**src/hdl/fdc_status_regs.vh**
```
/*
  Register offsets, command codes, status field positions and timer scaling
  for the floppy controller status and timer block.
  Assumes an APB slave with 32-bit aligned words and a 125 MHz clock.
*/
`ifndef FDC_STATUS_REGS_VH
`define FDC_STATUS_REGS_VH

// ****************************************************************
// Register map (byte addresses)
// ****************************************************************
`define OFS_COMMAND      12'h000
`define OFS_SPECIFY      12'h004
`define OFS_CONTROL      12'h008
`define OFS_MAIN_STATUS  12'h00c
`define OFS_RESULT_ST0   12'h010
`define OFS_RESULT_ST1   12'h014
`define OFS_EVENTS       12'h018
`define OFS_CYLINDER     12'h01c
`define OFS_TIMERS       12'h020

// ****************************************************************
// Command codes
// ****************************************************************
`define CMD_SPECIFY      5'h03
`define CMD_SENSE_INT    5'h08
`define CMD_SEEK         5'h0f
`define CMD_RECAL        5'h07
`define CMD_READ         5'h06
`define CMD_WRITE        5'h05
`define CMD_SENSE_DRIVE  5'h04

// ****************************************************************
// Status fields
// ****************************************************************
`define TC_NORMAL        2'h0
`define TC_ABNORMAL      2'h1
`define TC_INVALID       2'h2
`define TC_READY_CHG     2'h3
`define SEEK_READY_CODE  3'h3
`define SEEK_NORMAL_CODE 3'h4
`define SEEK_ABNORM_CODE 3'h5
`define ST0_INVALID      8'h80
`define RECAL_MAX_STEPS  7'h4d

// Event input bit positions
`define EV_DRIVE_FAULT   0
`define EV_END_CYL       1
`define EV_CRC           2
`define EV_OVERRUN       3
`define EV_NO_DATA       4
`define EV_WPROT         5
`define EV_MISS_MARK     6
`define EV_SEEK_FAIL     7

// ****************************************************************
// Timing
// ****************************************************************
`define CLK_MHZ          125
`define NOMINAL_MHZ      8
`define UNIT_US          1000
// Cycles per ms at nominal clock, stretched by the nominal/actual ratio
`define MS_CYCLES(mhz)   ((`UNIT_US * `CLK_MHZ * `NOMINAL_MHZ) / (mhz))

`endif

```
**src/hdl/fdc_status_timer.v**
```verilog
/*
  Command result, seek interrupt and drive timer logic of a floppy
  controller, reached over APB. Assumes the drive side delivers
  synchronised event strobes; drive pins pass two flip-flops here.
*/
`timescale 1ns/100ps
`include "fdc_status_regs.vh"
module fdc_status_timer #(
  parameter MS_CYCLES_8M = `MS_CYCLES(8)
) (
  input  wire        CLOCK_I,
  input  wire        RST_N_I,
  input  wire        PSEL_I,
  input  wire        PENABLE_I,
  input  wire        PWRITE_I,
  input  wire [11:0] PADDR_I,
  input  wire [31:0] PWDATA_I,
  input  wire        CLOCK_IS_4M_I,
  input  wire        DRIVE_READY_I,
  input  wire        TRACK_ZERO_I,
  input  wire        TWO_SIDED_I,
  input  wire [7:0]  DRIVE_EVENT_I,
  input  wire        RW_DONE_I,
  output reg  [31:0] PRDATA_O,
  output reg         PREADY_O,
  output reg         PSLVERR_O,
  output reg         INTERRUPT_O,
  output reg         STEP_O,
  output reg         DIRECTION_O,
  output reg         HEAD_LOAD_O,
  output reg         RW_START_O,
  output reg         PROGRAMMED_TRANSFER_O
);

// ****************************************************************
// Synchronisers
// ****************************************************************
reg  [2:0] pin_meta_reg;
reg  [2:0] pin_sync_reg;
reg        ready_last_reg;
wire       ready_s  = pin_sync_reg[0];
wire       track0_s = pin_sync_reg[1];
wire       twoside_s = pin_sync_reg[2];

always @(posedge CLOCK_I) begin
  pin_meta_reg <= {TWO_SIDED_I, TRACK_ZERO_I, DRIVE_READY_I};
  pin_sync_reg <= pin_meta_reg;
end

// ****************************************************************
// State
// ****************************************************************
localparam ST_IDLE  = 2'h0;
localparam ST_SEEK  = 2'h1;
localparam ST_LOAD  = 2'h2;
localparam ST_XFER  = 2'h3;

reg  [1:0]  state_reg;
reg  [3:0]  head_unload_timer;
reg  [3:0]  step_interval_setting;
reg  [6:0]  head_settle_delay;
reg         programmed_transfer_select;
reg  [7:0]  present_cylinder_number;
reg  [7:0]  target_cyl_reg;
reg         recal_reg;
reg  [6:0]  step_count_reg;
reg  [1:0]  termination_code;
reg  [2:0]  seek_code_reg;
reg         seek_done_flag;
reg         equipment_fault_flag;
reg         drive_not_ready_flag;
reg         end_cyl_flag;
reg         crc_error_flag;
reg         overrun_flag;
reg         no_data_flag;
reg         write_protect_hit_flag;
reg         missing_mark_flag;
reg         sense_pending_reg;
reg         transfer_direction_bit;
reg         request_for_master_bit;
reg  [23:0] tick_reg;
reg  [7:0]  ms_left_reg;
reg  [7:0]  unload_left_reg;
reg  [23:0] unload_tick_reg;

wire [7:0]  first_result_status = {termination_code, seek_done_flag, equipment_fault_flag,
                                   drive_not_ready_flag, 3'h0};
wire [7:0]  result_status_1 = {end_cyl_flag, 1'b0, crc_error_flag, overrun_flag, 1'b0,
                               no_data_flag, write_protect_hit_flag, missing_mark_flag};
// Clock at 4 MHz doubles every interval
wire [31:0] ms_cycles_full = CLOCK_IS_4M_I ? (MS_CYCLES_8M * 2) : MS_CYCLES_8M;
wire [23:0] ms_cycles      = ms_cycles_full[23:0];

function [7:0] step_ms;
  input [3:0] code;
  step_ms = {3'h0, 5'h10 - {1'b0, code}};
endfunction

// ****************************************************************
// APB decode
// ****************************************************************
wire        wr_acc = PSEL_I & PENABLE_I & PWRITE_I & ~PREADY_O;
wire        rd_acc = PSEL_I & PENABLE_I & ~PWRITE_I & ~PREADY_O;
wire [4:0]  cmd = PWDATA_I[4:0];
wire        cmd_wr = wr_acc && (PADDR_I == `OFS_COMMAND);
wire        is_known = (cmd == `CMD_SPECIFY) || (cmd == `CMD_SENSE_INT) || (cmd == `CMD_SEEK) ||
                       (cmd == `CMD_RECAL) || (cmd == `CMD_READ) || (cmd == `CMD_WRITE) ||
                       (cmd == `CMD_SENSE_DRIVE);
// A pending seek interrupt turns anything but sense interrupt into undefined
wire        invalid = !is_known || (sense_pending_reg && cmd != `CMD_SENSE_INT);
wire        mapped = (PADDR_I[11:2] <= 10'h008) && (PADDR_I[1:0] == 2'h0);

always @(posedge CLOCK_I) begin
  if (!RST_N_I) begin
    PREADY_O  <= 1'b0;
    PSLVERR_O <= 1'b0;
    PRDATA_O  <= 32'h0;
  end else begin
    PREADY_O  <= PSEL_I & PENABLE_I & ~PREADY_O;
    PSLVERR_O <= PSEL_I & PENABLE_I & ~PREADY_O & ~mapped;
    PRDATA_O  <= 32'h0;
    if (rd_acc) begin
      if (PADDR_I == `OFS_SPECIFY)
        PRDATA_O <= {17'h0, head_settle_delay, step_interval_setting, head_unload_timer};
      else if (PADDR_I == `OFS_CONTROL)
        PRDATA_O <= {31'h0, programmed_transfer_select};
      else if (PADDR_I == `OFS_MAIN_STATUS)
        PRDATA_O <= {24'h0, request_for_master_bit, transfer_direction_bit, 4'h0,
                     state_reg != ST_IDLE, sense_pending_reg};
      else if (PADDR_I == `OFS_RESULT_ST0)
        PRDATA_O <= {24'h0, first_result_status};
      else if (PADDR_I == `OFS_RESULT_ST1)
        PRDATA_O <= {24'h0, result_status_1};
      else if (PADDR_I == `OFS_CYLINDER)
        PRDATA_O <= {24'h0, present_cylinder_number};
      else if (PADDR_I == `OFS_TIMERS)
        PRDATA_O <= {16'h0, unload_left_reg, ms_left_reg};
    end
  end
end

// ****************************************************************
// Command, seek and timer engine
// ****************************************************************
wire tick_done = (tick_reg == ms_cycles - 24'h1);
wire ev_fault  = DRIVE_EVENT_I[`EV_DRIVE_FAULT];

always @(posedge CLOCK_I) begin
  if (!RST_N_I) begin
    state_reg <= ST_IDLE;
    head_unload_timer <= 4'h1;
    step_interval_setting <= 4'hf;
    head_settle_delay <= 7'h1;
    programmed_transfer_select <= 1'b0;
    present_cylinder_number <= 8'h0;
    target_cyl_reg <= 8'h0;
    recal_reg <= 1'b0;
    step_count_reg <= 7'h0;
    termination_code <= `TC_NORMAL;
    seek_code_reg <= 3'h0;
    {seek_done_flag, equipment_fault_flag, drive_not_ready_flag} <= 3'h0;
    {end_cyl_flag, crc_error_flag, overrun_flag, no_data_flag} <= 4'h0;
    {write_protect_hit_flag, missing_mark_flag} <= 2'h0;
    sense_pending_reg <= 1'b0;
    transfer_direction_bit <= 1'b0;
    request_for_master_bit <= 1'b1;
    tick_reg <= 24'h0;
    ms_left_reg <= 8'h0;
    unload_left_reg <= 8'h0;
    unload_tick_reg <= 24'h0;
    // Track the pin level so release of reset shows no false ready change
    ready_last_reg <= ready_s;
    INTERRUPT_O <= 1'b0;
    STEP_O <= 1'b0;
    DIRECTION_O <= 1'b0;
    HEAD_LOAD_O <= 1'b0;
    RW_START_O <= 1'b0;
    PROGRAMMED_TRANSFER_O <= 1'b0;
  end else begin
    ready_last_reg <= ready_s;
    RW_START_O <= 1'b0;
    STEP_O <= 1'b0;
    PROGRAMMED_TRANSFER_O <= programmed_transfer_select;
    if (wr_acc && PADDR_I == `OFS_CONTROL) begin
      programmed_transfer_select <= PWDATA_I[0];
      PROGRAMMED_TRANSFER_O <= PWDATA_I[0];
    end
    // Reading result byte releases the result phase
    if (rd_acc && PADDR_I == `OFS_RESULT_ST0) begin
      transfer_direction_bit <= 1'b0;
      request_for_master_bit <= 1'b1;
    end
    // Ready change while idle raises a seek-class interrupt
    if (ready_s != ready_last_reg && state_reg == ST_IDLE) begin
      seek_code_reg <= `SEEK_READY_CODE;
      sense_pending_reg <= 1'b1;
      INTERRUPT_O <= 1'b1;
    end
    if (cmd_wr && state_reg == ST_IDLE) begin
      if (invalid) begin
        termination_code <= `TC_INVALID;
        {seek_done_flag, equipment_fault_flag, drive_not_ready_flag} <= 3'h0;
        transfer_direction_bit <= 1'b1;
        request_for_master_bit <= 1'b1;
        sense_pending_reg <= 1'b0;
      end else if (cmd == `CMD_SENSE_INT) begin
        INTERRUPT_O <= 1'b0;
        {seek_done_flag, termination_code} <= seek_code_reg;
        sense_pending_reg <= 1'b0;
        transfer_direction_bit <= 1'b1;
      end else if (cmd == `CMD_SPECIFY) begin
        head_unload_timer <= PWDATA_I[11:8];
        step_interval_setting <= PWDATA_I[15:12];
        head_settle_delay <= PWDATA_I[22:16];
      end else if (cmd == `CMD_SEEK || cmd == `CMD_RECAL) begin
        recal_reg <= (cmd == `CMD_RECAL);
        target_cyl_reg <= (cmd == `CMD_RECAL) ? 8'h0 : PWDATA_I[15:8];
        DIRECTION_O <= (cmd == `CMD_RECAL) || (PWDATA_I[15:8] < present_cylinder_number);
        step_count_reg <= 7'h0;
        equipment_fault_flag <= ev_fault;
        ms_left_reg <= 8'h0;
        tick_reg <= 24'h0;
        state_reg <= ST_SEEK;
      end else if (cmd == `CMD_READ || cmd == `CMD_WRITE) begin
        {end_cyl_flag, crc_error_flag, overrun_flag, no_data_flag} <= 4'h0;
        {write_protect_hit_flag, missing_mark_flag} <= 2'h0;
        equipment_fault_flag <= ev_fault;
        seek_done_flag <= 1'b0;
        if (!ready_s || (PWDATA_I[8] && !twoside_s)) begin
          drive_not_ready_flag <= 1'b1;
          termination_code <= `TC_ABNORMAL;
          transfer_direction_bit <= 1'b1;
          INTERRUPT_O <= 1'b1;
        end else begin
          drive_not_ready_flag <= 1'b0;
          termination_code <= `TC_NORMAL;
          HEAD_LOAD_O <= 1'b1;
          unload_left_reg <= 8'h0;
          ms_left_reg <= {head_settle_delay, 1'b0};
          tick_reg <= 24'h0;
          state_reg <= ST_LOAD;
        end
      end
    end else if (state_reg == ST_SEEK) begin
      tick_reg <= tick_done ? 24'h0 : tick_reg + 24'h1;
      if (tick_done && ms_left_reg != 8'h0)
        ms_left_reg <= ms_left_reg - 8'h1;
      if (tick_done && ms_left_reg <= 8'h1) begin
        if (recal_reg ? track0_s : (present_cylinder_number == target_cyl_reg)) begin
          seek_code_reg <= `SEEK_NORMAL_CODE;
          if (recal_reg) present_cylinder_number <= 8'h0;
          sense_pending_reg <= 1'b1;
          INTERRUPT_O <= 1'b1;
          state_reg <= ST_IDLE;
        end else if (!ready_s || (recal_reg && step_count_reg == `RECAL_MAX_STEPS)) begin
          equipment_fault_flag <= recal_reg;
          seek_code_reg <= `SEEK_ABNORM_CODE;
          sense_pending_reg <= 1'b1;
          INTERRUPT_O <= 1'b1;
          state_reg <= ST_IDLE;
        end else begin
          STEP_O <= 1'b1;
          step_count_reg <= step_count_reg + 7'h1;
          if (!recal_reg)
            present_cylinder_number <= DIRECTION_O ? present_cylinder_number - 8'h1
                                                   : present_cylinder_number + 8'h1;
          ms_left_reg <= step_ms(step_interval_setting);
        end
      end
    end else if (state_reg == ST_LOAD) begin
      tick_reg <= tick_done ? 24'h0 : tick_reg + 24'h1;
      if (tick_done)
        ms_left_reg <= ms_left_reg - 8'h1;
      if (tick_done && ms_left_reg == 8'h1) begin
        RW_START_O <= 1'b1;
        state_reg <= ST_XFER;
      end
    end else if (state_reg == ST_XFER) begin
      if (RW_DONE_I) begin
        transfer_direction_bit <= 1'b1;
        INTERRUPT_O <= 1'b1;
        unload_left_reg <= {head_unload_timer, 4'h0};
        unload_tick_reg <= 24'h0;
        state_reg <= ST_IDLE;
      end
    end
    // Head unload countdown runs in idle after a transfer
    if (state_reg == ST_IDLE && unload_left_reg != 8'h0 && !cmd_wr) begin
      unload_tick_reg <= (unload_tick_reg == ms_cycles - 24'h1) ? 24'h0 : unload_tick_reg + 24'h1;
      if (unload_tick_reg == ms_cycles - 24'h1) begin
        unload_left_reg <= unload_left_reg - 8'h1;
        if (unload_left_reg == 8'h1) HEAD_LOAD_O <= 1'b0;
      end
    end
    // Result flags latch last so an event beats a command clear in one cycle
    if (DRIVE_EVENT_I[`EV_END_CYL]) end_cyl_flag <= 1'b1;
    if (DRIVE_EVENT_I[`EV_CRC]) crc_error_flag <= 1'b1;
    if (DRIVE_EVENT_I[`EV_OVERRUN]) overrun_flag <= 1'b1;
    if (DRIVE_EVENT_I[`EV_NO_DATA]) no_data_flag <= 1'b1;
    if (DRIVE_EVENT_I[`EV_WPROT]) write_protect_hit_flag <= 1'b1;
    if (DRIVE_EVENT_I[`EV_MISS_MARK]) missing_mark_flag <= 1'b1;
    if (ev_fault) equipment_fault_flag <= 1'b1;
  end
end

endmodule // fdc_status_timer

```
**config.mk**
```make
export PLATFORM = sky130hd
export DESIGN_NAME = fdc_status_timer
export DESIGN_NICKNAME = d
export VERILOG_FILES = /design/src/hdl/fdc_status_timer.v
export VERILOG_INCLUDE_DIRS = /design/src /design/src/hdl
export SDC_FILE = /design/constraint.sdc
export NUM_CORES = 1
export LEC_CHECK = 0
export BUFFER_PORTS_ARGS = -buffer_cell sky130_fd_sc_hd__buf_2
export CAP_MARGIN = 20
export CORE_ASPECT_RATIO = 1.1
export CORE_MARGIN = 2
export CORE_UTILIZATION = 53
export CTS_CLUSTER_DIAMETER = 40
export CTS_CLUSTER_SIZE = 30
export DETAILED_ROUTE_END_ITERATION = 16
export PLACE_DENSITY = 0.77
export SYNTH_ARGS = -nofsm -noshare
export SYNTH_HDL_FRONTEND = slang
export SYNTH_SLANG_ARGS = --single-unit
```
**constraint.sdc**
```tcl
create_clock -name CLOCK_I -period 2.8 [get_ports CLOCK_I]
set_input_delay 0.42 -clock CLOCK_I [delete_from_list [all_inputs] [get_ports CLOCK_I]]
set_output_delay 0.42 -clock CLOCK_I [all_outputs]
set_load 0.005 [all_outputs]
```
== Word-level counts from Yosys, hierarchy flattened ==
Cells that the tools add are included.
W data, S select, Z words.
Operators by class
  $lt $le $gt $ge: 3
  muxes and demuxes: 175
  reductions and logical operators: 83
  equality and inequality tests: 75
  bitwise gates (word level): 20
  $add $sub $neg: 9
Operator list (count)
  $mux W24: 17
  $mux W8: 33
  $mux W15: 7
  $mux W1: 82
  $ne A2 B2 Y1 const B: 34
  $mux W7: 9
  $add A24 B1 Y24 const B: 2
  $eq A24 B24 Y1: 2
  $reduce_and A6 Y1: 8
  $mux W2: 20
  $eq A12 B5 Y1 const B: 3
  $reduce_bool A2 Y1: 18
  $eq A12 B4 Y1 const B: 2
  $sub A8 B1 Y8 const B: 3
  $eq A5 B3 Y1 const B: 4
  $sub A18 B1 Y19 const B: 1
  $mux W18: 1
  $mux W3: 6
  $reduce_bool A3 Y1: 6
  $eq A8 B1 Y1 const B: 2
  $reduce_bool A8 Y1: 2
  $reduce_and A5 Y1: 3
  $logic_and A1 B1 Y1: 14
  $reduce_and A7 Y1: 2
  39 further kinds: 84
Storage, ports and cells
  register bits: 169
  output and inout bits: 40
  logic and storage cells: 405
  bits of input ports: 62

== Depth between registers and ports, before layout ==
  depth in word-level cells: 14
  depth in mapped cells: 10
  mapped depth without buffers: 9

== Worst setup path after synthesis ==
No wires, ideal clock.
  path kind: register to register
  start: register state_reg[0]
  end: register tick_reg[16]
  slack: 137 ps
  arrival: 2593 ps
  library setup time: 70 ps
  cell stages (with the launch flop): 9
  period minus slack after synthesis: 2663 ps
  path buffers: 0
  required time: 2730 ps
  path through: dfxtp_1 > inv_1 > ha_1 > nor4b_2 > nand4_1 > a2111o_1 > a2111o_1 > or4b_1 > a21oi_1
On the way
  cells in the longest elaborated chain, start to end: 4
  elaborated cells between the ends (all ways): 13
  those cells by class: eq/ne: 7; mux: 2; reduce/logical: 4
Ends and longest elaborated chain
  start, declared: RTL line fdc_status_timer.v:58  | reg [1:0] state_reg;
  start signal, assigned: RTL line fdc_status_timer.v:150  | state_reg <= ST_IDLE;
  start signal, assigned: RTL line fdc_status_timer.v:223  | state_reg <= ST_SEEK;
  start signal, assigned: RTL line fdc_status_timer.v:241  | state_reg <= ST_LOAD;
  $logic_not A2 Y1: RTL line fdc_status_timer.v:199  | if (cmd_wr && state_reg == ST_IDLE) begin
  $logic_and A1 B1 Y1: RTL line fdc_status_timer.v:199
  $ne A3 B3 Y1 (no source line), or another cell as far along
  $reduce_and A6 Y1 (no source line)
  end signal, assigned: RTL line fdc_status_timer.v:245  | tick_reg <= tick_done ? 24'h0 : tick_reg + 24'h1;
  end signal, assigned: RTL line fdc_status_timer.v:271  | tick_reg <= tick_done ? 24'h0 : tick_reg + 24'h1;
  end, declared: RTL line fdc_status_timer.v:81  | reg [23:0] tick_reg;
Several ways; a longest one is shown, not always the timed one.
A chain may end at the register's enable or synchronous reset.

== Final worst setup path ==
  start: register state_reg[1]
  end: register tick_reg[16]
Same word-level chain as after synthesis.

==> impl_summary.txt <==
----------------------------------------------------
[Die]
  Placeable core area ... between 0.015 and 0.02 sq mm
  Starting density of the core ... a little over half
  Vertical extent of the die ... 135 um
  Width of the die ... 123 um
  Number of placed I/O pins ... 102
  # rows ... 47
  Die Outline Area ... 0.0165 sq mm

[Timing]
  Time the worst path needs with I/O delays and setup ... around 2.7 ns
  Final setup violation count ... 0
  Post-route clock period utilization ... 96.0%
  Tightest Pin Transition ... 0.823 ns
  Hold slack ... 0.0912 ns
  Headroom to the max-slew limit ... 44.7%
  Setup repair after global routing missed its margin ... true
  Highest clock rate ... about 370 MHz
  Final hold viol count ... 0
  Skew final ... 0.00774 ns
  Slack of the critical path ... 0.111 ns
  Setup TNS ... 0 ns
  Final slew viol count ... 0

[Logic synthesis]
  Top cells by instance count after synthesis ... sky130_fd_sc_hd__dfxtp_1 (153), sky130_fd_sc_hd__nor2_1 (118), sky130_fd_sc_hd__nand2_1 (115), sky130_fd_sc_hd__a21oi_1 (90), sky130_fd_sc_hd__nand3_1 (46)
  EDFF count, synth ... 0
  Area of the mapped netlist ... 0.00823 sq mm
  Proportion of synthesized chip area in sequential cells ... 37.2%
  Most common cell in the netlist ... sky130_fd_sc_hd__dfxtp_1
  Post-synthesis instance total ... roughly 1,000
  Number of flip-flops and latches in the synthesized netlist ... 153
  Main synth FF type ... sky130_fd_sc_hd__dfxtp_1
  Async set-or-reset flop fraction in the synthesized netlist ... 0%
  Synth top area share ... 37.2%
  Yosys warnings ... 0
  Top cells by area in the synthesized netlist ... sky130_fd_sc_hd__dfxtp_1 (37%), sky130_fd_sc_hd__a21oi_1 (5.5%), sky130_fd_sc_hd__nor2_1 (5.4%), sky130_fd_sc_hd__nand2_1 (5.2%), sky130_fd_sc_hd__xor2_1 (4.2%)
  Mean area per synthesized cell ... between 8 and 9 sq um
  Leading area contributor after synthesis ... sky130_fd_sc_hd__dfxtp_1
  Cell variety after synth ... just under 80

[Placed design]
  Number of buffers inserted by port buffering ... 72
  Placement Setup Slack ... -0.0114 ns
  Final weighted congestion in routability-driven placement ... 1.01
  Half-perimeter wire length after placement ... roughly 18 mm

[Drt]
  1st-pass router iterations ... 6
  Via density per instance ... 6.11
  Detailed Route Iter0 Violations ... ~1,000
  Total length of routed wires ... 24.5 mm
  Post-detailed-route count of antenna-violating nets ... 0
  Vias post-DR ... between 8,000 and 9,000
  DRC ... 0
  Detail-routed net length per standard cell ... 18.0 um

[Clock network]
  TritonCTS clock tree ... done
  # clock sinks ... between 150 and 200
  Clk Latency, worst-skew pair ... about 0.43 ns
  CTS H-tree depth ... 4
  Deepest clock path buffer count ... 2
  Clock root cell ... sky130_fd_sc_hd__clkbuf_16
  Clock buffer count from CTS ... 17
  Clock edge transition at the registers on the reported setup and hold paths ... 0.06 ns
  Number of hold buffers added after CTS ... 0

[Power and ir drop]
  Power density over the cells ... 474 mW/mm^2
  LEAKAGE ... 3.93 nW
  Max rail drop VDD ... 421 uV
  Post-layout power ... 4.65 mW

[Finish]
  Post-layout utilization of the core ... 64.9%
  Area added between synthesis and finish ... 19.1%
  Fraction of layout cells with a size suffix above 1 ... 17.4%
  Diodes inserted ... 0
  Net count reported at finish ... ~1,200

[Critical path]
  Critical path's top delay family ... compound AO/OA/AOI/OAI gates
  Worst path most repeated cell ... sky130_fd_sc_hd__a2111o_1
  Crit end category ... flop
  Delay contributed by the slowest stage of the critical path ... 0.52 ns
  Sequence of cells on the critical path ... inv_1 > ha_1 > nor4b_4 > nand4_1 > a2111o_1 > a2111o_1 > or4b_1 > a21oi_1
  Number of cells on the worst reg-to-reg path ... 8
  Type of the setup path with the least slack ... reg -> reg
  Count of buffering cells on the critical path with inverters included ... 1
  Critical Path RT ... around 3.2 ns
  Crit start category ... flop
  Capturing point of the worst reg2reg path ... tick_reg[16]$_SDFFE_PN0P_
  Slowest CP cell ... sky130_fd_sc_hd__or4b_1
  Maximum fanout along the worst path ... 4
  Data arrival at the endpoint of the critical path ... 3.05 ns
  Worst setup slack for register-to-register paths ... 0.11 ns
  Startpoint of the most critical register-to-register path ... state_reg[1]$_SDFFE_PN0P_

[Hold path]
  Beginning of the worst hold path ... TWO_SIDED_I
  Number of cells on the worst hold path ... 1
  Hold Path Sink ... pin_meta_reg[2]$_DFF_P_
  Hold Crit Class ... in -> reg

[Global route]
  Total global routing track utilization ... 29.9%
  Wire length of the first global-routing pass ... a little under 40 mm
  Antenna violations before repair ... 0
  Overflow left after global routing ... 0
  Via count of the first global-routing pass ... 7,694
  Largest net degree at the start of global routing ... 39

[Run]
  Maximum Capacitance Violations ... 0

[Status]
  Outcome ... finished, final reports clean

----------------------------------------------------
## kinds of logic (layout without fill, tap and decap cells)
kind of cell / count (synthesis) / count (layout) / share of synthesized area, %
AOI/OAI and AO/OA: 238 / 238 / 18.3
xor gates and xnor gates: 57 / 57 / 6.07
buffers and inverters: 87 / 212 / 4.83
muxes: 10 / 10 / 1.22
and+or+nand+nor: 451 / 451 / 27.8
DFF: 153 / 153 / 37.2
other: 1 / 16 / 0.0456
adders and majority gates: 29 / 29 / 4.47
## worst register-to-register path: stages, from the launching register on
cell                       delay (ns)
sky130_fd_sc_hd__dfxtp_1         0.33
sky130_fd_sc_hd__inv_1           0.11
sky130_fd_sc_hd__ha_1            0.21
sky130_fd_sc_hd__nor4b_4         0.23
sky130_fd_sc_hd__nand4_1         0.18
sky130_fd_sc_hd__a2111o_1        0.47
sky130_fd_sc_hd__a2111o_1        0.44
sky130_fd_sc_hd__or4b_1          0.52
sky130_fd_sc_hd__a21oi_1         0.15
## area by class of cell
| class | count | area (sq um) |
|---|---|---|
| fillers | 1269 | 5310 |
| repair buffers | 150 | 956 |
| clock buffers | 19 | 453 |
| flip-flops and latches | 153 | 3060 |
| inverters | 30 | 113 |
| multi-input cells | 801 | 4860 |
| clock inverters | 13 | 116 |
| well taps | 196 | 245 |
## per-stage QoR
step           cell area (sq um)  cells
3_5_place_dp                9180   1326
6_report                    9800   1362
5_1_grt                     9800   1362
2_1_floorplan               8290   1041
3_3_place_gp                9180   1326
4_1_cts                     9740   1358
## repair_timing
action | CTS | global route
gates resized for setup | 0 | 6
buffers inserted | 0 | 3
endpoints found under the setup margin | 0 | 8
## routing by layer
layer  GRT usage (%)  vias up  share of wire, %
met5               0        -                 0
met4            14.5        0               4.6
met3            4.98       85               7.7
met2            48.2      444                46
met1            38.8     3855                42
li1                -     3941                 -
## how the worst max path moves through the flow
stage	cells past startpoint	start	endpoint
2_1_floorplan	8	state_reg[0]$_SDFFE_PN0P_	tick_reg[16]$_SDFFE_PN0P_
3_3_place_gp	8	CLOCK_IS_4M_I	step_count_reg[3]$_SDFFE_PN0P_
3_5_place_dp	8	CLOCK_IS_4M_I	step_count_reg[5]$_SDFFE_PN0P_
4_1_cts	8	state_reg[1]$_SDFFE_PN0P_	tick_reg[16]$_SDFFE_PN0P_
5_1_grt	11	state_reg[1]$_SDFFE_PN0P_	tick_reg[17]$_SDFFE_PN0P_
6_report	8	state_reg[1]$_SDFFE_PN0P_	tick_reg[16]$_SDFFE_PN0P_
## where the power goes
part	internal [mW]	switching, mW
logic	0.0815	0.134
registers	2.20	0.0147
clock network	1.27	0.947
total	3.55	1.10
## cell usage in the layout (no fill, tap or decap), types with 25 or more instances in the layout
| master | n |
|---|---|
| sky130_fd_sc_hd__o21ai_0 | 43 |
| sky130_fd_sc_hd__nand3_1 | 46 |
| sky130_fd_sc_hd__nor2_1 | 118 |
| sky130_fd_sc_hd__nor3_1 | 28 |
| sky130_fd_sc_hd__a21oi_1 | 89 |
| sky130_fd_sc_hd__ha_1 | 27 |
| sky130_fd_sc_hd__xor2_1 | 39 |
| sky130_fd_sc_hd__and3_1 | 25 |
| sky130_fd_sc_hd__buf_4 | 76 |
| sky130_fd_sc_hd__dfxtp_1 | 153 |
| sky130_fd_sc_hd__buf_2 | 72 |
| sky130_fd_sc_hd__inv_1 | 29 |
| sky130_fd_sc_hd__nand2_1 | 115 |
No activity file was read; power rests on OpenSTA's default activity.
